[src/common/cps_params.svh]
// constants for the charge phase sequencer
// assumes a 20 MHz clk; time-base tick period is programmable at the top
`ifndef CPS_PARAMS_SVH
`define CPS_PARAMS_SVH
`define CPS_CLK_PERIOD_NS 50
`define CPS_TICK_NS 1000000
`define CPS_TICK_CYCLES (`CPS_TICK_NS / `CPS_CLK_PERIOD_NS)
`define CPS_MAX_TICKS 6600
`define CPS_PRE_DIV 8
`define CPS_FILT_DIV 220
`define CPS_PRE_CURRENT_PCT 10
`define CPS_ST_ON 1'b0
`define CPS_ST_OFF 1'b1
`endif

[src/common/cps_pkg.sv]
// types for the charge phase sequencer
// shared by the core and its bench
package cps_pkg;
  typedef enum logic [2:0] {
    CPS_IDLE = 3'b000,
    CPS_PRE = 3'b001,
    CPS_FAST = 3'b010,
    CPS_CV = 3'b011,
    CPS_DONE = 3'b100,
    CPS_FAULT = 3'b101
  } cps_state_e;
endpackage

[src/core/cps_sequencer.sv]
// Functional notes
// - stay in pre-charge below threshold
// - pre-charge current is one tenth
// - floating threshold pin selects default threshold
// - skip pre-charge if battery already above
// - reaching threshold enters fast charge
// - near regulation voltage enter constant voltage
// - end current filtered before done status
// - below recharge threshold resume charging
// - max timer from fast start, faults
// - pre-charge timer eighth, fault and stop
// - pin high: end current terminates charge
// - pin low: end is fault, continue
// - pin low in pre-charge: default threshold
// - pin falling below 0.5 V resets timer
// - status pins encode charge, done, standby
//
// charge phase sequencer core: comparator results in, status pins out
// assumes comparator inputs are synchronous, already debounced levels
`timescale 1ns/1ps
`include "cps_params.svh"
module cps_sequencer
  import cps_pkg::*;
#(
  parameter int TICK_CYCLES = `CPS_TICK_CYCLES,
  parameter int MAX_TICKS = `CPS_MAX_TICKS
) (
  // clock and reset
  input wire logic clk,
  input wire logic nrst,
  // comparators
  input wire logic charge_enable,
  input wire logic bat_above_pre_prog,
  input wire logic bat_above_pre_default,
  input wire logic bat_near_regulation,
  input wire logic bat_below_recharge,
  input wire logic current_below_end,
  input wire logic pin_floating,
  input wire logic pin_above_0v8,
  input wire logic pin_above_0v5,
  // register port
  input wire logic [3:0] addr,
  input wire logic [31:0] wdata,
  input wire logic wr,
  input wire logic rd,
  output logic [31:0] rdata,
  // charger controls
  output logic charge_on,
  output logic precharge_current,
  output logic cv_mode,
  output logic use_default_threshold,
  // status pins, low enable means pulled low
  output logic status_out_a_o,
  output logic status_out_a_oe_n,
  output logic status_out_b_o,
  output logic status_out_b_oe_n,
  output logic irq
);
  import cps_pkg::*;

  // ----------------------------------------
  // reset release
  // ----------------------------------------
  logic rst_s1, rst_n;
  always_ff @(posedge clk or negedge nrst) begin
    if (!nrst) begin
      rst_s1 <= 1'b0;
      rst_n <= 1'b0;
    end else begin
      rst_s1 <= 1'b1;
      rst_n <= rst_s1;
    end
  end

  // ----------------------------------------
  // time base
  // ----------------------------------------
  localparam int PRE_TICKS = MAX_TICKS / `CPS_PRE_DIV;
  localparam int FILT_TICKS = (MAX_TICKS / `CPS_FILT_DIV) < 1 ? 1 : MAX_TICKS / `CPS_FILT_DIV;
  logic [31:0] div_cnt;
  logic tick;
  // one tick feeds every timer so their ratios stay exact
  assign tick = (div_cnt == 32'(TICK_CYCLES - 1));
  always_ff @(posedge clk or negedge rst_n) begin
    if (!rst_n) div_cnt <= 32'h0;
    else div_cnt <= tick ? 32'h0 : div_cnt + 32'h1;
  end

  // ----------------------------------------
  // threshold pin decode
  // ----------------------------------------
  logic pin_0v5_d;
  always_ff @(posedge clk or negedge rst_n) begin
    // zero after reset so a pin that is already low gives no false edge
    if (!rst_n) pin_0v5_d <= 1'b0;
    else pin_0v5_d <= pin_above_0v5;
  end
  wire pin_fall = pin_0v5_d & ~pin_above_0v5;
  wire term_mode = pin_floating | pin_above_0v8;
  cps_state_e state, next_state;
  wire dflt_sel = pin_floating | (~pin_above_0v8 & (state == CPS_PRE));
  wire above_pre = dflt_sel ? bat_above_pre_default : bat_above_pre_prog;

  // ----------------------------------------
  // timers
  // ----------------------------------------
  logic [31:0] pre_t, max_t, filt_t;
  wire in_pre = (state == CPS_PRE);
  wire in_fast = (state == CPS_FAST) || (state == CPS_CV) || (state == CPS_DONE && !term_mode);
  wire pre_exp = (pre_t >= 32'(PRE_TICKS));
  wire max_exp = (max_t >= 32'(MAX_TICKS));
  wire filt_exp = (filt_t >= 32'(FILT_TICKS));
  always_ff @(posedge clk or negedge rst_n) begin
    if (!rst_n) begin
      pre_t <= 32'h0;
      max_t <= 32'h0;
      filt_t <= 32'h0;
    end else begin
      pre_t <= (!in_pre || pin_fall) ? 32'h0 : pre_t + {31'h0, tick};
      max_t <= (!in_fast || pin_fall) ? 32'h0 : max_t + {31'h0, tick};
      filt_t <= (state != CPS_CV || !current_below_end) ? 32'h0 :
                filt_t + {31'h0, tick};
    end
  end

  // ----------------------------------------
  // phase sequencing
  // ----------------------------------------
  always_comb begin
    next_state = state;
    case (state)
      CPS_IDLE: begin
        if (charge_enable) next_state = above_pre ? CPS_FAST : CPS_PRE;
      end
      CPS_PRE: begin
        if (pre_exp && !above_pre) next_state = CPS_FAULT;
        else if (above_pre) next_state = CPS_FAST;
      end
      CPS_FAST: begin
        if (max_exp) next_state = CPS_FAULT;
        else if (bat_near_regulation) next_state = CPS_CV;
      end
      CPS_CV: begin
        if (max_exp) next_state = CPS_FAULT;
        else if (filt_exp) next_state = CPS_DONE;
      end
      CPS_DONE: begin
        if (!term_mode && max_exp) next_state = CPS_FAULT;
        else if (term_mode && bat_below_recharge) next_state = CPS_FAST;
      end
      CPS_FAULT: next_state = CPS_FAULT;
      default: next_state = CPS_IDLE;
    endcase
    if (!charge_enable) next_state = CPS_IDLE;
  end
  always_ff @(posedge clk or negedge rst_n) begin
    if (!rst_n) state <= CPS_IDLE;
    else state <= next_state;
  end

  // ----------------------------------------
  // outputs
  // ----------------------------------------
  wire charging = (state == CPS_PRE) || (state == CPS_FAST) || (state == CPS_CV) ||
                  (state == CPS_DONE && !term_mode);
  // pin low mode: done reported as fault, both lamps lit
  wire a_on = charging && !(state == CPS_DONE) || (state == CPS_FAULT) ||
              (state == CPS_DONE && !term_mode);
  wire b_on = (state == CPS_DONE) || (state == CPS_FAULT);
  always_ff @(posedge clk or negedge rst_n) begin
    if (!rst_n) begin
      charge_on <= 1'b0;
      precharge_current <= 1'b0;
      cv_mode <= 1'b0;
      use_default_threshold <= 1'b0;
      status_out_a_o <= 1'b0;
      status_out_a_oe_n <= `CPS_ST_OFF;
      status_out_b_o <= 1'b0;
      status_out_b_oe_n <= `CPS_ST_OFF;
    end else begin
      charge_on <= charging;
      // analog scales pre-charge to ten percent of fast current
      precharge_current <= (state == CPS_PRE);
      cv_mode <= (state == CPS_CV) || (state == CPS_DONE);
      use_default_threshold <= dflt_sel;
      status_out_a_o <= 1'b0;
      status_out_a_oe_n <= a_on ? `CPS_ST_ON : `CPS_ST_OFF;
      status_out_b_o <= 1'b0;
      status_out_b_oe_n <= b_on ? `CPS_ST_ON : `CPS_ST_OFF;
    end
  end

  // ----------------------------------------
  // registers: 0 status(read clears), 1 mask, 2 state
  // ----------------------------------------
  logic [3:0] ev_stat, ev_mask;
  wire [3:0] ev_in = {state != CPS_FAULT && next_state == CPS_FAULT,
                      state != CPS_DONE && next_state == CPS_DONE,
                      state != CPS_FAST && next_state == CPS_FAST,
                      pin_fall};
  wire rd_stat = rd && (addr == 4'h0);
  // set wins over the read clear
  wire [3:0] next_ev_stat = (rd_stat ? 4'h0 : ev_stat) | ev_in;
  wire [3:0] next_ev_mask = (wr && addr == 4'h1) ? wdata[3:0] : ev_mask;
  wire [31:0] rd_mux = (addr == 4'h0) ? {28'h0, ev_stat} :
                       (addr == 4'h1) ? {28'h0, ev_mask} :
                       (addr == 4'h2) ? {29'h0, state} : 32'h0;
  always_ff @(posedge clk or negedge rst_n) begin
    if (!rst_n) begin
      ev_stat <= 4'h0;
      ev_mask <= 4'h0;
      rdata <= 32'h0;
      irq <= 1'b0;
    end else begin
      ev_stat <= next_ev_stat;
      ev_mask <= next_ev_mask;
      rdata <= rd ? rd_mux : 32'h0;
      // irq follows the next status and mask so a mask write acts at once
      irq <= |(next_ev_stat & next_ev_mask);
    end
  end
endmodule

[config.mk]
export PLATFORM = sky130hd
export DESIGN_NAME = cps_sequencer
export DESIGN_NICKNAME = d
export VERILOG_FILES = /design/src/common/cps_pkg.sv /design/src/core/cps_sequencer.sv
export VERILOG_INCLUDE_DIRS = /design/src /design/src/common
export SDC_FILE = /design/constraint.sdc
export NUM_CORES = 1
export LEC_CHECK = 0
export BUFFER_PORTS_ARGS = -buffer_cell sky130_fd_sc_hd__clkbuf_2
export CORE_MARGIN = 1
export CORE_UTILIZATION = 50
export CTS_CLUSTER_DIAMETER = 40
export DETAILED_ROUTE_END_ITERATION = 8
export PLACE_DENSITY = 0.7
export SLEW_MARGIN = 15
export SYNTH_ARGS = -nofsm -noshare
export SYNTH_HDL_FRONTEND = slang
export SYNTH_SLANG_ARGS = --single-unit
export TNS_END_PERCENT = 1
[constraint.sdc]
create_clock -name clk -period 7.4 [get_ports clk]
set_input_delay 0.37 -clock clk [delete_from_list [all_inputs] [get_ports clk]]
set_output_delay 0.37 -clock clk [all_outputs]
set_load 0.005 [all_outputs]
==> run_results.csv <==
group,metric,value,unit
sta,layout_min_cycle_time,3500,ps
synthesis,synth_fa_ha_area_share,1.14,%
detailed_routing,first_iter_violations,382,
placed_design,gp_congestion,0.844,
power_and_ir_drop,combPwrFrac,5.0,%
floorplan,die_x,126,µm
detailed_routing,viasPerCell,5.53,
setup_path,path_buf_inv,1,
synthesis,avgSynthCellArea,9.80,µm²
finish,num_antenna_cells,0,
sta,hold_slack,88.6,ps
global_route,grt_max_degree,79,
detailed_routing,drc,0,
finish,final_nets,875,
detailed_routing,first_pass_iters,5,
cts,cts_hold_buf,1,
cts,cts_setup_buffers,0,
synthesis,synthFlopType,"dfrtp_1",
power_and_ir_drop,irDropWorstVdd,0.000185,V
synthesis,yosysSeqAreaShare,49.9,%
detailed_routing,routed-wl-met3,545,µm
detailed_routing,ant_nets,0,
power_and_ir_drop,p_switching,0.420,mW
synthesis,muxShareOfSynthArea,1.01,%
synthesis,syn-instance-count,784,
worst_hold_path,worstHoldStart,"pin_above_0v5",
global_route,antenna_found_initial,0,
setup_path,worstSetupEndpointType,"register",
detailed_routing,top_layer_used,"met4",
floorplan,initial_utilization,52.1,%
sta,worst_pin_slew,1120,ps
setup_path,reg2reg_from,"div_cnt[5]$_DFF_PN0_",
synthesis,yosys.cell_types.count,57,
detailed_routing,route.met2.wl,7350,µm
setup_path,timing.rr.end,"pre_t[30]$_DFF_PN0_",
synthesis,synth-warning-count,0,
cts,cts_tree,"built",
synthesis,synth_top_family_by_area,"simple AND/OR/NAND/NOR gates",
detailed_routing,num_vias,5614,
global_route,grt_overflow,0,
placed_design,dp_hpwl,10100,µm
cts,cts_buffer_depth,2,
sta,min_period_over_period,47.4,%
placed_design,portBuffers,31,
cts,cts_max_level,4,
floorplan,std_cell_rows,44,
setup_path,arrival,3780,ps
floorplan,fp.coreArea,14800,µm²
placed_design,dp_slack,3940,ps
sta,worst_slack,3900,ps
global_route,grt_pass1_vias,5646,
worst_hold_path,hold_end,"pin_0v5_d$_DFF_PN0_",
power_and_ir_drop,clkPwrFrac,48.3,%
synthesis,synthesis.area,7680,µm²
sta,slew_headroom,25.2,%
setup_path,start_kind,"register",
cts,cts_buffers,17,
setup_path,crit_fanout,11,
synthesis,synth_compound_area_share,5.10,%
sta,hold_viol,0,
floorplan,die_area,15900,µm²
synthesis,synth-seq-cells,153,
setup_path,crit_required,7670,ps
power_and_ir_drop,p_total,1.88,mW
sta,rsz0062_at_grt,"no",
power_and_ir_drop,internal-power,1.46,mW
synthesis,synth_xor_area_share,12.1,%
power_and_ir_drop,switching_share,22.3,%
setup_path,r2r_cells,13,
power_and_ir_drop,powerDensity,220,nW/µm²
global_route,grt_pass1_wl,26000,µm
finish,layout-drive-gt1-share,12.3,%
floorplan,boundaryPins,90,
synthesis,synth_edf_count,0,
worst_hold_path,worstHoldPathCells,1,
detailed_routing,wl_per_cell,14.7,µm
power_and_ir_drop,power.leakage,3.74,nW
sta,setup-tns-final,0,ps
setup_path,crit_type,"reg -> reg",
sta,slew_violations,0,
flow_run,cap_violations,0,
setup_path,crit_chain,"nor4_1, nand4_1, nor3_1, buf_4, ha_1, ha_1, nand3_1, nor3_1, nand2b_1, nor3_1, nand3_1, xor2_1, nor2_1",
cts,cts_sinks,153,
setup_path,reg2reg_slack,3900,ps
run_status,status,"complete, no violations",
setup_path,critPathTopFamily,"simple AND/OR/NAND/NOR gates",
detailed_routing,wl_met1,6740,µm
setup_path,slowest_stage,"nor4_1",
floorplan,die_h,126,µm
sta,max_freq,285,MHz
sta,final-setup-viol-count,0,
worst_hold_path,hold_path_class,"in -> reg",
cts,clkLatencyLatePin,430,ps
synthesis,ys_async_sr_fraction,100,%
setup_path,max_stage_delay,450,ps
cts,cts_resized,0,
cts,cts.reportedPaths.clkPinSlew,60,ps
cts,cts_root_buffer,"clkbuf_16",
power_and_ir_drop,p_seq_share,46.7,%
sta,skew,13.6,ps
finish,area_growth,11.1,%
setup_path,worst_path_most_repeated_cell,"nor3_1",
synthesis,synthSimpleGateAreaFrac,26.1,%
detailed_routing,wirelength,14900,µm
global_route,grt.total_usage,20.5,%
cell families (layout without fill, tap and decap cells):
logic type	Yosys count	after routing
AND/OR/NAND/NOR	382	382
flip-flops	153	153
XOR/XNOR	106	106
AO/OA/AOI/OAI	64	64
buffers and inverters	63	82
adder cells (fa/ha/maj)	7	7
multiplexers	7	7
other	2	31
flip-flops by register name (all words and copies together), names as in the netlist, 3 cells and up:
register / count
div_cnt: 32
filt_t: 32
max_t: 32
pre_t: 32
ev_mask: 4
ev_stat: 4
rdata: 4
state: 3
placed cells by master (no fill, tap or decap), types with 3 or more instances in the layout:
cell and instances:
nand4_1 22, mux2_2 6, clkbuf_16 17, nor2_1 122
nand3_1 54, dfrtp_1 150, clkinvlp_4 3, nand3b_1 3
nand2_1 63, and4_1 8, nor4_1 14, inv_1 16
nand2b_1 5, xnor2_1 43, or3_1 14, clkbuf_2 31
bufinv_16 4, nor2b_1 6, nor3_1 13, ha_1 7
nor4_2 12, and3_1 24, conb_1 31, clkinv_2 5
xor2_1 63, o21ai_0 24, a21oi_1 22
worst max-delay path by stage:
stage | start | endpoint | cells past startpoint
floorplan | rst_n$_DFF_PN0_ | charge_on$_DFF_PN0_ | 0
global placement | div_cnt[5]$_DFF_PN0_ | pre_t[30]$_DFF_PN0_ | 13
detailed placement | div_cnt[5]$_DFF_PN0_ | pre_t[26]$_DFF_PN0_ | 13
CTS | div_cnt[5]$_DFF_PN0_ | pre_t[30]$_DFF_PN0_ | 13
global route | div_cnt[5]$_DFF_PN0_ | pre_t[28]$_DFF_PN0_ | 13
finish | div_cnt[5]$_DFF_PN0_ | pre_t[30]$_DFF_PN0_ | 13
Yosys cell counts (2+ instances only):
cell / number / area [µm²]
nand3b_1: 3 / 22.5
a21o_1: 2 / 15.0
nor3_2: 2 / 20.0
nor4b_1: 2 / 17.5
ha_1: 7 / 87.6
buf_4: 30 / 225
nor2b_1: 6 / 37.5
nor3_1: 13 / 65.1
a22o_1: 2 / 17.5
buf_2: 4 / 20.0
dfrtp_1: 151 / 3780
or3_1: 14 / 87.6
or2_2: 2 / 12.5
nor4_2: 12 / 150
inv_1: 16 / 60.1
conb_1: 2 / 7.51
nand2b_1: 5 / 31.3
clkbuf_1: 12 / 45.0
nor3b_2: 2 / 25.0
nand4_1: 22 / 138
o21ai_0: 24 / 120
mux2_2: 6 / 67.6
o22ai_1: 2 / 12.5
nand2_1: 63 / 236
xnor2_1: 43 / 377
nand3_1: 55 / 275
o211a_1: 2 / 20.0
and2_1: 2 / 12.5
nor4_1: 14 / 87.6
xor2_1: 63 / 552
and4_1: 8 / 70.1
a21oi_1: 22 / 110
nand2_2: 2 / 12.5
nor2_1: 122 / 458
dfstp_2: 2 / 52.6
and3_1: 24 / 150
area by class of cell:
class | count | area, µm²
Inverter | 16 | 60.1
Multi-Input combinational cell | 597 | 3610
Clock buffer | 19 | 443
Clock inverter | 13 | 176
Fill cell | 1243 | 6220
Tap cell | 184 | 230
Timing Repair Buffer | 34 | 180
Sequential cell | 153 | 3830
worst reg2reg max path, stage by stage (launching register included):
cell	delay, ps
dfrtp_1	440
nor4_1	450
nand4_1	140
nor3_1	150
buf_4	220
ha_1	220
ha_1	190
nand3_1	190
nor3_1	310
nand2b_1	210
nor3_1	450
nand3_1	160
xor2_1	150
nor2_1	60
power groups by stage:
stage	Combinational (mW)	Sequential (mW)	Clock [mW]
global placement	0.0926	0.893	0
global route	0.106	0.883	0.966
CTS	0.0947	0.880	0.926
floorplan	0.0723	0.892	0
finish	0.0939	0.879	0.909
detailed placement	0.0938	0.895	0
per-stage QoR:
stage / util [%] / cell area, µm² / cells
4_1_cts: 57.8 / 8530 / 1016
3_5_place_dp: 53.6 / 7900 / 983
5_1_grt: 57.9 / 8540 / 1016
6_report: 57.9 / 8540 / 1016
2_1_floorplan: - / 7790 / 813
3_3_place_gp: 53.6 / 7900 / 983
routing by layer:
| metal | up-vias | track usage [%] |
|---|---|---|
| met5 | - | 0 |
| met4 | 0 | 9.07 |
| met3 | 29 | 5.10 |
| met2 | 114 | 33.9 |
| met1 | 2759 | 25.6 |
| li1 | 2712 | - |
No activity file was read; power rests on OpenSTA's default activity.
